### config.mk
export PLATFORM = sky130hd
export DESIGN_NAME = port_pin_ctrl
export DESIGN_NICKNAME = d
export VERILOG_FILES = /design/src/rtl/port_pin_ctrl_pkg.sv /design/src/rtl/port_pin_ctrl.sv
export SDC_FILE = /design/constraint.sdc
export NUM_CORES = 1
export LEC_CHECK = 0
export CAP_MARGIN = 20
export CORE_MARGIN = 2
export CORE_UTILIZATION = 40
export DETAILED_ROUTE_END_ITERATION = 8
export DONT_BUFFER_PORTS = 1
export MAX_ROUTING_LAYER = met4
export PLACE_DENSITY = 0.64
export SYNTH_ARGS = -nofsm -noshare
export SYNTH_HDL_FRONTEND = slang
export SYNTH_SLANG_ARGS = --single-unit
### constraint.sdc
create_clock -name clk_sys_in -period 1 [get_ports clk_sys_in]
set_input_delay 0.05 -clock clk_sys_in [delete_from_list [all_inputs] [get_ports clk_sys_in]]
set_output_delay 0.05 -clock clk_sys_in [all_outputs]
set_load 0.01 [all_outputs]
### src/rtl/port_pin_ctrl_pkg.sv
// Purpose: shared widths, reset values and pin bundles for the port pin control block
// Assumes: direction bit set means output, pullup select bit set means pullup wanted
// Notes: port widths follow the largest package option
package port_pin_ctrl_pkg;
    localparam int ALPHA_W = 4;
    localparam int BRAVO_W = 6;
    localparam int CHARLIE_W = 2;
    localparam int DELTA_W = 7;
    localparam int ECHO_W = 2;
    // delta field positions
    localparam int DELTA_SPI_LSB = 0;
    localparam int DELTA_SPI_W = 4;
    localparam int DELTA_TMR_LSB = 4;
    localparam int DELTA_TMR_W = 3;
    // echo field positions
    localparam int ECHO_TX_BIT = 0;
    localparam int ECHO_RX_BIT = 1;
    // reset values
    localparam logic [ALPHA_W-1:0] ALPHA_PU_RST = 4'h0;
    localparam logic [CHARLIE_W-1:0] CHARLIE_PU_RST = 2'h0;
    localparam logic [DELTA_W-1:0] DELTA_PU_RST = 7'h00;
    localparam logic [ALPHA_W-1:0] ALPHA_KEY_RST = 4'h0;
    localparam logic [BRAVO_W-1:0] BRAVO_ADC_RST = 6'h00;
    localparam logic [DELTA_TMR_W-1:0] DELTA_TMR_RST = 3'h0;
    localparam logic SPI_RST = 1'b0;
    localparam logic SCI_RST = 1'b0;

    // function assignment bundle
    typedef struct packed {
        logic [ALPHA_W-1:0] keypad_wake_function;
        logic [BRAVO_W-1:0] adc_select;
        logic spi_enable;
        logic [DELTA_TMR_W-1:0] timer_select;
        logic sci_enable;
    } func_sel_type;

    // pullup enables per port
    typedef struct packed {
        logic [ALPHA_W-1:0] port_alpha_bits;
        logic [BRAVO_W-1:0] port_bravo_bits;
        logic [CHARLIE_W-1:0] port_charlie_bits;
        logic [DELTA_W-1:0] port_delta_bits;
    } pullup_en_type;
endpackage

### src/rtl/port_pin_ctrl.sv
// Purpose: pullup decision, function takeover flags and reset pin drive for the ports
// Assumes: all control inputs come from logic on clk_sys_in; reset pin is asynchronous
// Notes: reset pin input passes three flops and counts once the last two agree
`timescale 1ns/1ps

// Function
// - alpha charlie delta inputs get selected pullup
// - output bits never get pullup, except alpha bits forced on by keypad wake
// - one pullup select bit per alpha, charlie and delta port bit
// - keypad wake bits force alpha pullup on
// - spi timer bits keep own pullup select
// - bravo port never has pullup
// - any alpha bits may be keypad inputs
// - bravo bits may become adc inputs
// - delta low spi, upper bits per timer
// - echo bits may become sci pins
// - low reset pin holds device in reset
// - internal reset source drives pin low
// - pullup selects cleared at reset
module port_pin_ctrl
    import port_pin_ctrl_pkg::*;
(
    // clock and reset
    input wire logic clk_sys_in,
    input wire logic rst_b_in,
    // direction controls
    input wire logic [ALPHA_W-1:0] alpha_dir_in,
    input wire logic [CHARLIE_W-1:0] charlie_dir_in,
    input wire logic [DELTA_W-1:0] delta_dir_in,
    // pullup select writes
    input wire logic pullup_wr_in,
    input wire logic [ALPHA_W-1:0] port_alpha_pullup_select_in,
    input wire logic [CHARLIE_W-1:0] charlie_pullup_select_in,
    input wire logic [DELTA_W-1:0] delta_pullup_select_in,
    // function assignment writes
    input wire logic func_wr_in,
    input wire func_sel_type func_sel_in,
    // reset pin and internal reset sources
    input wire logic reset_pin_in,
    input wire logic internal_reset_in,
    // pullup enables
    output pullup_en_type pullup_en_out,
    // stored selections and takeover flags
    output logic [ALPHA_W-1:0] alpha_pullup_sel_out,
    output logic [CHARLIE_W-1:0] charlie_pullup_sel_out,
    output logic [DELTA_W-1:0] delta_pullup_sel_out,
    output func_sel_type func_sel_out,
    output logic [DELTA_W-1:0] delta_periph_owned_out,
    output logic [ECHO_W-1:0] echo_sci_owned_out,
    // reset pin drive and device reset
    output logic reset_pin_out,
    output logic reset_pin_oe_out,
    output logic device_reset_out
);

    logic [ALPHA_W-1:0] alpha_pu_reg;
    logic [CHARLIE_W-1:0] charlie_pu_reg;
    logic [DELTA_W-1:0] delta_pu_reg;
    func_sel_type func_reg;
    logic [2:0] pin_sync_reg;
    logic pin_low_reg;
    pullup_en_type pullup_reg;
    logic [DELTA_W-1:0] owned_reg;
    logic [ECHO_W-1:0] echo_reg;
    logic drive_reg;

    wire [ALPHA_W-1:0] alpha_pu_wire;
    wire [CHARLIE_W-1:0] charlie_pu_wire;
    wire [DELTA_W-1:0] delta_pu_wire;
    wire [DELTA_W-1:0] owned_wire;
    wire pin_agree;

    // pullup only on input bits that ask for it
    function automatic logic [7:0] input_pullup(input logic [7:0] dir, input logic [7:0] sel);
        input_pullup = ~dir & sel;
    endfunction

    // pullup decision per port
    assign alpha_pu_wire = ALPHA_W'(input_pullup({4'h0, alpha_dir_in}, {4'h0, alpha_pu_reg}))
        | func_reg.keypad_wake_function;
    assign charlie_pu_wire = CHARLIE_W'(input_pullup({6'h00, charlie_dir_in},
        {6'h00, charlie_pu_reg}));
    assign delta_pu_wire = DELTA_W'(input_pullup({1'b0, delta_dir_in},
        {1'b0, delta_pu_reg}));
    assign owned_wire = {func_reg.timer_select, {DELTA_SPI_W{func_reg.spi_enable}}};
    assign pin_agree = pin_sync_reg[2] == pin_sync_reg[1];

    // per-bit pullup selections, cleared at reset
    always_ff @(posedge clk_sys_in) begin
        if (!rst_b_in) begin
            alpha_pu_reg <= ALPHA_PU_RST;
            charlie_pu_reg <= CHARLIE_PU_RST;
            delta_pu_reg <= DELTA_PU_RST;
        end else if (pullup_wr_in) begin
            alpha_pu_reg <= port_alpha_pullup_select_in;
            charlie_pu_reg <= charlie_pullup_select_in;
            delta_pu_reg <= delta_pullup_select_in;
        end
    end

    // function assignments
    always_ff @(posedge clk_sys_in) begin
        if (!rst_b_in) begin
            func_reg <= '{ALPHA_KEY_RST, BRAVO_ADC_RST, SPI_RST, DELTA_TMR_RST, SCI_RST};
        end else if (func_wr_in) begin
            func_reg <= func_sel_in;
        end
    end

    // registered pullup enables and takeover flags
    always_ff @(posedge clk_sys_in) begin
        if (!rst_b_in) begin
            pullup_reg <= '0;
            owned_reg <= '0;
            echo_reg <= '0;
        end else begin
            pullup_reg <= '{alpha_pu_wire, {BRAVO_W{1'b0}}, charlie_pu_wire,
                delta_pu_wire};
            owned_reg <= owned_wire;
            echo_reg <= {ECHO_W{func_reg.sci_enable}};
        end
    end

    // reset pin synchroniser, runs through reset so a held pin is seen
    always_ff @(posedge clk_sys_in) begin
        pin_sync_reg <= {pin_sync_reg[1:0], reset_pin_in};
        if (pin_agree) begin
            pin_low_reg <= ~pin_sync_reg[2];
        end
        drive_reg <= internal_reset_in;
    end

    assign pullup_en_out = pullup_reg;
    assign alpha_pullup_sel_out = alpha_pu_reg;
    assign charlie_pullup_sel_out = charlie_pu_reg;
    assign delta_pullup_sel_out = delta_pu_reg;
    assign func_sel_out = func_reg;
    assign delta_periph_owned_out = owned_reg;
    assign echo_sci_owned_out = echo_reg;
    // open drain style drive of the reset pin
    assign reset_pin_out = 1'b0;
    assign reset_pin_oe_out = drive_reg;
    assign device_reset_out = pin_low_reg | ~rst_b_in;

    // pullup decision checks, one cycle behind the inputs they were built from
    chk_out_no_pullup: assert property (@(posedge clk_sys_in) disable iff (!rst_b_in)
        $past(rst_b_in) && $past(delta_dir_in[0]) |-> !pullup_en_out.port_delta_bits[0])
        else $error("output delta bit has pullup");
    chk_charlie_out: assert property (@(posedge clk_sys_in) disable iff (!rst_b_in)
        $past(rst_b_in) && $past(charlie_dir_in[0]) |-> !pullup_en_out.port_charlie_bits[0])
        else $error("output charlie bit has pullup");
    chk_alpha_out_off: assert property (@(posedge clk_sys_in) disable iff (!rst_b_in)
        $past(rst_b_in) && $past(alpha_dir_in[1]) && !$past(func_reg.keypad_wake_function[1])
        |-> !pullup_en_out.port_alpha_bits[1])
        else $error("output alpha bit has pullup");
    chk_in_pullup: assert property (@(posedge clk_sys_in) disable iff (!rst_b_in)
        $past(rst_b_in) && !$past(charlie_dir_in[1]) && $past(charlie_pu_reg[1])
        |-> pullup_en_out.port_charlie_bits[1])
        else $error("selected input pullup missing");
    chk_alpha_pullup: assert property (@(posedge clk_sys_in) disable iff (!rst_b_in)
        $past(rst_b_in) && !$past(alpha_dir_in[0]) && $past(alpha_pu_reg[0])
        |-> pullup_en_out.port_alpha_bits[0])
        else $error("selected alpha pullup missing");
    chk_key_force: assert property (@(posedge clk_sys_in) disable iff (!rst_b_in)
        $past(rst_b_in) && $past(func_reg.keypad_wake_function[2])
        |-> pullup_en_out.port_alpha_bits[2])
        else $error("keypad pullup not forced");
    chk_bravo_none: assert property (@(posedge clk_sys_in) disable iff (!rst_b_in)
        pullup_en_out.port_bravo_bits == 6'h00)
        else $error("bravo pullup enabled");
    chk_spi_honour: assert property (@(posedge clk_sys_in) disable iff (!rst_b_in)
        $past(rst_b_in) && $past(func_reg.spi_enable) && !$past(delta_dir_in[1])
        |-> pullup_en_out.port_delta_bits[1] == $past(delta_pu_reg[1]))
        else $error("spi bit pullup not from select");

    // stored selections load on their write strobe and clear on reset
    chk_sel_load: assert property (@(posedge clk_sys_in) disable iff (!rst_b_in)
        pullup_wr_in |=> delta_pullup_sel_out == $past(delta_pullup_select_in)
        && alpha_pullup_sel_out == $past(port_alpha_pullup_select_in))
        else $error("pullup select not stored");
    chk_sel_clear: assert property (@(posedge clk_sys_in)
        !rst_b_in |=> alpha_pu_reg == ALPHA_PU_RST && charlie_pu_reg == CHARLIE_PU_RST
        && delta_pu_reg == DELTA_PU_RST)
        else $error("pullup select not cleared");
    chk_func_load: assert property (@(posedge clk_sys_in) disable iff (!rst_b_in)
        func_wr_in |=> func_sel_out == $past(func_sel_in))
        else $error("function assignment not stored");

    // takeover flags follow the stored function assignments
    chk_timer_own: assert property (@(posedge clk_sys_in) disable iff (!rst_b_in)
        $past(rst_b_in) |-> delta_periph_owned_out[6:4] == $past(func_reg.timer_select))
        else $error("timer takeover wrong");
    chk_spi_own: assert property (@(posedge clk_sys_in) disable iff (!rst_b_in)
        $past(rst_b_in)
        |-> delta_periph_owned_out[3:0] == {DELTA_SPI_W{$past(func_reg.spi_enable)}})
        else $error("spi takeover wrong");
    chk_sci_own: assert property (@(posedge clk_sys_in) disable iff (!rst_b_in)
        $past(rst_b_in) |-> echo_sci_owned_out == {ECHO_W{$past(func_reg.sci_enable)}})
        else $error("sci takeover wrong");

    // reset pin drive and device reset
    chk_pin_drive: assert property (@(posedge clk_sys_in)
        internal_reset_in |=> reset_pin_oe_out && !reset_pin_out)
        else $error("reset pin not driven");
    chk_pin_release: assert property (@(posedge clk_sys_in)
        !internal_reset_in |=> !reset_pin_oe_out)
        else $error("reset pin driven without source");
    chk_pin_reset: assert property (@(posedge clk_sys_in)
        !reset_pin_in [*4] |=> device_reset_out)
        else $error("held pin did not reset");
    chk_sys_reset: assert property (@(posedge clk_sys_in)
        !rst_b_in |-> device_reset_out)
        else $error("system reset not passed on");

    // main scenarios
    cov_key: cover property (@(posedge clk_sys_in) pullup_en_out.port_alpha_bits == 4'hf);
    cov_pin: cover property (@(posedge clk_sys_in) $rose(device_reset_out));
    cov_sci: cover property (@(posedge clk_sys_in) echo_sci_owned_out == 2'h3);
    cov_timer: cover property (@(posedge clk_sys_in) delta_periph_owned_out[6:4] == 3'h7);
    cov_ext_pin: cover property (@(posedge clk_sys_in)
        rst_b_in && device_reset_out && !reset_pin_oe_out);

endmodule // port_pin_ctrl

---- Word level (Yosys, flattened, before mapping) ----
Cells that the tools add are included.
word-level totals
  register bits ........................... 60
  latch bits .............................. 0
  RAM bits ................................ 0
  bits in read-only memories .............. 0
  input bits .............................. 47
  output and inout bits ................... 59
  memories kept ........................... 0
operators by class
  add/subtract/negate cells ............... 0
  multipliers ............................. 0
  div/mod/pow operators ................... 0
  order comparisons ....................... 0
  equal/unequal tests ..................... 1
  shifts and indexed selects .............. 0
  muxes and demuxes ....................... 0
  bitwise logic cells ..................... 10
  reductions and logical operators ........ 0
operators with widths
  cell           number
  $and A7 B7 Y7  1
  $not A7 Y7     1
  $and A4 B4 Y4  1
  $not A4 Y4     1
  $or A4 B4 Y4   1
  $and A2 B2 Y2  1
  $not A1 Y1     2
  $not A2 Y2     1
  $eq A1 B1 Y1   1
  $or A1 B1 Y1   1

---- Depth between registers and ports, before layout ----
Gate-level depths: netlist of run 1.
  word-level depth ........................ 3
  depth in mapped cells ................... 4
  depth with buffers taken out ............ 2

---- Least setup slack after synthesis of run 1 ----
No wires, ideal clock.
  path type ............................... register to register
  from .................................... reg pin_sync_reg[1]
  to ...................................... reg pin_low_reg, enable pin
  library setup time ...................... 306 ps
  arrival ................................. 440 ps
  path slack .............................. 254 ps
  stages on the path, launching flop included .. 2
  path buffers ............................ 0
  clock period less this slack ............ 746 ps
  cell sequence ........................... dfxtp_1 > xnor2_1
between the ends
  word-level cells in the longest chain between the ends .. 1
ends and longest elaborated chain
  element                 RTL line              RTL
  from (decl)             port_pin_ctrl.sv:60   logic [2:0] pin_sync_reg;
  from (signal assigned)  port_pin_ctrl.sv:126  pin_sync_reg <= {pin_sync_reg[1:0], reset_pin_in};
  $eq A1 B1 Y1            port_pin_ctrl.sv:86   assign pin_agree = pin_sync_reg[2] == pin_sync_reg[1];
  to (signal assigned)    port_pin_ctrl.sv:128  pin_low_reg <= ~pin_sync_reg[2];
  to (decl)               port_pin_ctrl.sv:61   logic pin_low_reg;
No other way between the ends.
A chain may end at the register's enable or synchronous reset.

---- Final worst setup path of run 1 ----
  from .................................... reg pin_low_reg
  to ...................................... out device_reset_out
between the ends
  word-level cells in the longest chain between the ends .. 1
ends and longest elaborated chain
  element       RTL line              RTL
  $or A1 B1 Y1  port_pin_ctrl.sv:143  assign device_reset_out = pin_low_reg | ~rst_b_in;
  to (decl)     port_pin_ctrl.sv:53   output logic device_reset_out
No other way between the ends.

==> results of run 1 <==
## cells in the mapped netlist
cell / instances / area, um2
and3b_1: 6 / 52.6
nand2b_1: 1 / 6.26
nor2_1: 3 / 11.3
edfxtp_1: 1 / 30.0
buf_8: 1 / 15.0
clkbuf_2: 1 / 5.00
buf_12: 1 / 20.0
xnor2_1: 1 / 8.76
dfxtp_1: 50 / 1000
and2_1: 5 / 31.3
nand2_1: 3 / 11.3
buf_4: 12 / 90.1
conb_1: 1 / 3.75
buf_2: 2 / 10.0
o21a_1: 4 / 30.0
buf_6: 2 / 22.5
nor2b_1: 32 / 200
inv_1: 1 / 3.75
clkbuf_1: 1 / 3.75
mux2i_1: 28 / 280
## cells in the final DEF (no fill, tap or decap)
cell type,netlist,routed
nor2_1,3,3
xnor2_1,1,1
buf_12,1,1
edfxtp_1,1,1
nor2b_1,32,32
dlygate4sd3_1,0,43
inv_1,1,1
nand2_1,3,3
conb_1,1,7
mux2i_1,28,28
nand2b_1,1,1
dfxtp_1,50,50
and3b_1,6,6
o21a_1,4,4
clkbuf_8,0,5
clkbuf_1,1,2
and2_1,5,5
## cells by family after synthesis
| kind of cell | count (synthesis) | synth area share [%] |
|---|---|---|
| buf+inv | 21 | 9.26 |
| compound gates | 4 | 1.63 |
| simple gates | 50 | 17.0 |
| mux | 28 | 15.3 |
| flops | 51 | 56.1 |
| other cells | 1 | 0.204 |
| xor+xnor | 1 | 0.477 |
## routing by layer
metal | track usage [%] | vias up | part of all wire (%)
met5 | - | - | 0
met4 | 5.03 | 0 | 0.44
met3 | 6.33 | 2 | 8.3
met2 | 29.4 | 53 | 56
met1 | 15.0 | 514 | 35
li1 | - | 555 | -
## worst min-delay path by stage
stage                     depth (start not counted)  slack, ns                                   end         startpoint
after floorplan                                   0       0.08               pin_sync_reg[0]$_DFF_P_       reset_pin_in
after global placement                            0       0.08              reset_pin_oe_out$_DFF_P_  internal_reset_in
after detailed placement                          0       0.08               pin_sync_reg[0]$_DFF_P_       reset_pin_in
after CTS                                         2      -0.07         func_sel_out[13]$_SDFFE_PN0P_         func_wr_in
after global routing                              2      -0.06  delta_pullup_sel_out[1]$_SDFFE_PN0P_       pullup_wr_in
final                                             2      -0.06  delta_pullup_sel_out[3]$_SDFFE_PN0P_       pullup_wr_in
## cell type report
cell class,instances,area (um2)
fill,386,2100
sequential,51,1030
multi-input combinational,90,658
timing repair buffer,44,450
clock buffer,7,76.3
tap,52,65.1
inverter,1,3.75
## per-stage QoR
step	instances	cell area (um2)	worst slack (ns)
6_report	245	2280	0.0882
5_1_grt	245	2280	0.0375
4_1_cts	245	2280	0.0716
3_5_place_dp	194	1760	0.215
3_3_place_gp	194	1760	0.247
2_1_floorplan	162	1860	0.254
## power by group
group / switching (W) / total, W / leakage [nW] / internal [W]
sequential: 0.000122 / 0.00226 / 0.421 / 0.00214
combinational: 0.000109 / 0.000336 / 0.521 / 0.000227
clock: 0.000579 / 0.00106 / 0.0383 / 0.000482
==> results.py, run 1 <==
metrics = {
    "outcome": {
        "outcome": "complete, but fails checks",
        "violations": "negative hold slack",
    },
    "critical_path": {
        "r2r_cells": 1,
        "cp.depth": 1,
        "path_class": "register to primary output",
        "r2r-end": "pin_low_reg$_DFFE_PN_",
        "start_kind": "register",
        "max_stage_delay_ns": 0.37,
        "cp.buffers_inverters": 0,
        "rrSetupSlack_ns": 0.20,
        "path_delay_family": "flip-flops",
        "worstSetupStartpoint": "pin_low_reg$_DFFE_PN_",
        "cp.arrival_ns": 0.86,
        "crit_slowest_cell": "edfxtp_1",
        "worstPathCellList": "nand2b_1",
        "required_ns": 0.95,
        "cp_max_fo": 1,
        "r2r_start": "pin_sync_reg[1]$_DFF_P_",
        "cp-endpoint": "device_reset_out",
        "cp-end-kind": "primary output",
    },
    "clock_tree": {
        "htreeDepth": 2,
        "cts_sinks": 51,
        "cts-hold-fix-buffers": 44,
        "cts_setup_buffers": 0,
        "numCtsBuffers": 5,
        "postCtsResizedCells": 0,
        "clk_path_buf_depth": 2,
        "cts-root-buf": "clkbuf_8",
        "clk_pin_slew_worst_paths_ns": 0.08,
        "cts_tree": "done",
        "insertion_delay_ns": 0.29,
    },
    "die": {
        "dieWidth_um": 71.8,
        "ios": 106,
        "fp.dieH_um": 71.8,
        "die_area_um2": 5150,
        "rows": 24,
        "coreArea_um2": 4380,
        "start_util_pct": 41.9,
    },
    "power": {
        "p_per_area_nw_per_um2": 1600,
        "finalPower_w": 0.00366,
        "ir_drop_mv": 1.02,
        "leakage_nw": 0.981,
    },
    "cells_and_area": {
        "drive_gt1_share_pct": 3.11,
        "nets": 240,
        "largest_reg_flops": 15,
        "finish.utilization_pct": 52.1,
        "area_growth_pct": 24.4,
        "n_antenna_cell": 0,
    },
    "global_route": {
        "grt.total_usage_pct": 15.9,
        "grt_max_degree": 47,
        "grt_pass1_vias": 1159,
        "antenna_found_initial": 0,
        "grt_pass1_wl_um": 5910,
        "gr-total-overflow": 0,
    },
    "timing": {
        "period_share_pct": 91.2,
        "finalHoldViolCount": 28,
        "rsz0062_at_grt": "false",
        "final-setup-viol-count": 0,
        "slew_violations": 0,
        "skew_ns": 0.00236,
        "fin_crit_ns": 0.912,
        "fmax_ghz": 1.10,
        "holdWs_ns": -0.0625,
        "tns_ns": 0,
    },
    "place": {
        "portBuffers": 0,
        "gp_congestion": 0.630,
        "hpwl_um": 2380,
    },
    "route": {
        "num_vias": 1124,
        "wire_per_inst_um": 15.7,
        "firstDrtPassIters": 2,
        "drcViolationCount": 0,
        "wl_um": 3840,
        "ant_nets": 0,
        "first_iter_violations": 88,
        "vias_per_cell": 4.59,
    },
    "yosys": {
        "yosys_warnings": 0,
        "syn_area_um2": 1840,
        "synth_cell_types": 20,
        "ys_seq_area_share_pct": 56.1,
        "ys_ff_latch": 51,
        "synth_area_per_cell_um2": 11.8,
        "netlist_instances": 156,
    },
    "worst_hold_path": {
        "hp-class": "primary input to register",
    },
    "flow_run": {
        "cap_violations": 0,
    },
}
Power figures use the tool's default switching activity.
==> inputs of run 2 (changes only) <==
Settings changed: CORE_ASPECT_RATIO set to 1.75, CORE_MARGIN 2 to 1.
Clock period 1 ns to 1.03 ns, I/O delays scaled along.
==> results.py, run 2 (same netlist as run 1, synthesis figures left out) <==
metrics = {
    "place": {
        "preCtsSetupSlack_ns": 0.244,
        "hpwl_um": 2210,
        "gp_congestion": 0.633,
        "portBuffers": 0,
        "dpl_cell_area_um2": 1760,
    },
    "critical_path": {
        "r2r_cells": 2,
        "cp.arrival_ns": 0.86,
        "cp.depth": 0,
        "path_class": "register to primary output",
        "cp_max_fo": 4,
        "start_kind": "register",
        "cp-end-kind": "primary output",
        "required_ns": 0.98,
    },
    "cells_and_area": {
        "final_cell_mix": "dfxtp_1 (50), dlygate4sd3_1 (43), nor2b_1 (32), mux2i_1 (28), conb_1 (7)",
        "largest_reg_flops": 15,
        "n_antenna_cell": 0,
        "fillers": 399,
        "final_common_cell": "dfxtp_1",
        "nets": 240,
        "finish.utilization_pct": 52.7,
        "drive_gt1_share_pct": 4.64,
        "area_growth_pct": 26.3,
        "postLayoutCellArea_um2": 2320,
    },
    "clock_tree": {
        "cts-root-buf": "clkbuf_8",
        "htreeDepth": 2,
        "insertion_delay_ns": 0.30,
        "clk_path_buf_depth": 2,
        "postCtsResizedCells": 0,
        "clk_pin_slew_worst_paths_ns": 0.09,
        "cts_tree": "done",
        "cts_sinks": 51,
        "cts_setup_buffers": 0,
        "numCtsBuffers": 5,
        "cts-hold-fix-buffers": 44,
    },
    "timing": {
        "fmax_ghz": 1.10,
        "rsz0062_at_grt": "false",
        "skew_ns": 0.00723,
        "layout_setup_ws_ns": 0.117,
        "finalHoldViolCount": 28,
        "final-setup-viol-count": 0,
        "slew_violations": 0,
        "period_share_pct": 88.6,
        "holdWs_ns": -0.0693,
        "fin_crit_ns": 0.913,
        "tns_ns": 0,
    },
    "flow_run": {
        "cap_violations": 0,
    },
    "power": {
        "swShare_pct": 22.2,
        "p_sw_w": 0.000853,
        "p_per_area_nw_per_um2": 1660,
        "leakage_nw": 1.00,
        "ir_drop_mv": 1.48,
        "p_seq_share_pct": 57.2,
        "pwr-share-comb_pct": 8.5,
        "p_int_w": 0.00299,
        "power.share.clock_pct": 34.3,
    },
    "route": {
        "vias_per_cell": 4.77,
        "wire_per_inst_um": 15.0,
        "drcViolationCount": 0,
        "ant_nets": 0,
        "wl_um": 3670,
        "firstDrtPassIters": 2,
        "first_iter_violations": 11,
        "num_vias": 1168,
    },
    "global_route": {
        "antenna_found_initial": 0,
        "grt_pass1_vias": 1195,
        "grt_pass1_wl_um": 5420,
        "gr-total-overflow": 0,
        "grt_max_degree": 47,
        "grt.total_usage_pct": 15.8,
    },
    "worst_hold_path": {
        "hp-class": "primary input to register",
        "min_path_cells": 2,
    },
    "die": {
        "ios": 106,
        "fp.dieH_um": 91.6,
        "die_area_um2": 4880,
        "dieWidth_um": 53.2,
        "start_util_pct": 41.7,
        "coreArea_um2": 4400,
        "rows": 32,
    },
    "outcome": {
        "violations": "negative hold slack",
        "outcome": "complete, but fails checks",
    },
}
[run 2: final timing paths]
kind,slack [ns],startpoint,endpoint
setup reg to reg,0.23,alpha_pullup_sel_out[2]$_SDFFE_PN0P_,pullup_en_out[17]$_SDFF_PN0_
hold / removal,-0.07,func_wr_in,func_sel_out[6]$_SDFFE_PN0P_
setup / recovery,0.12,delta_periph_owned_out[3]$_SDFF_PN0_,delta_periph_owned_out[1]
hold reg to reg,0.33,pin_sync_reg[0]$_DFF_P_,pin_sync_reg[1]$_DFF_P_
[run 2: per-layer routing]
layer	global-route usage, %	vias to the layer above	wire length (um)
met5	-	-	0
met4	5.48	0	56
met3	4.81	5	276
met2	27.9	71	1970
met1	15.4	540	1370
li1	-	552	-
[run 2: stage by stage]
stage,std cells,power [W]
2_1_floorplan,162,0.00246
3_3_place_gp,193,0.00240
3_5_place_dp,193,0.00241
4_1_cts,245,0.00388
5_1_grt,245,0.00400
6_report,245,0.00384
[run 2: power groups by stage]
stage	logic (W)	registers, W	clock network (W)
global route	0.000358	0.00221	0.00143
global placement	0.000157	0.00224	0
detailed placement	0.000168	0.00224	0
finish	0.000327	0.00220	0.00132
CTS	0.000324	0.00220	0.00135
floorplan	0.000244	0.00222	0
[run 2: final cells by class]
| class | count | area [um2] | area share, % |
|---|---|---|---|
| sequential | 51 | 1030 | 44.4 |
| multi-input combinational | 90 | 658 | 28.4 |
| timing repair buffer | 44 | 450 | 19.4 |
| clock buffer | 7 | 108 | 4.64 |
| tap | 51 | 63.8 | 2.75 |
| clock inverter | 1 | 5.00 | 0.216 |
| inverter | 1 | 3.75 | 0.162 |
[run 2: worst reg2reg max path: cells and delay by family, from the launching register on]
kind | cells | cell delay [ns]
and+or+nand+nor | 1 | 0.19
DFF | 1 | 0.42
AOI/OAI and AO/OA | 1 | 0.13
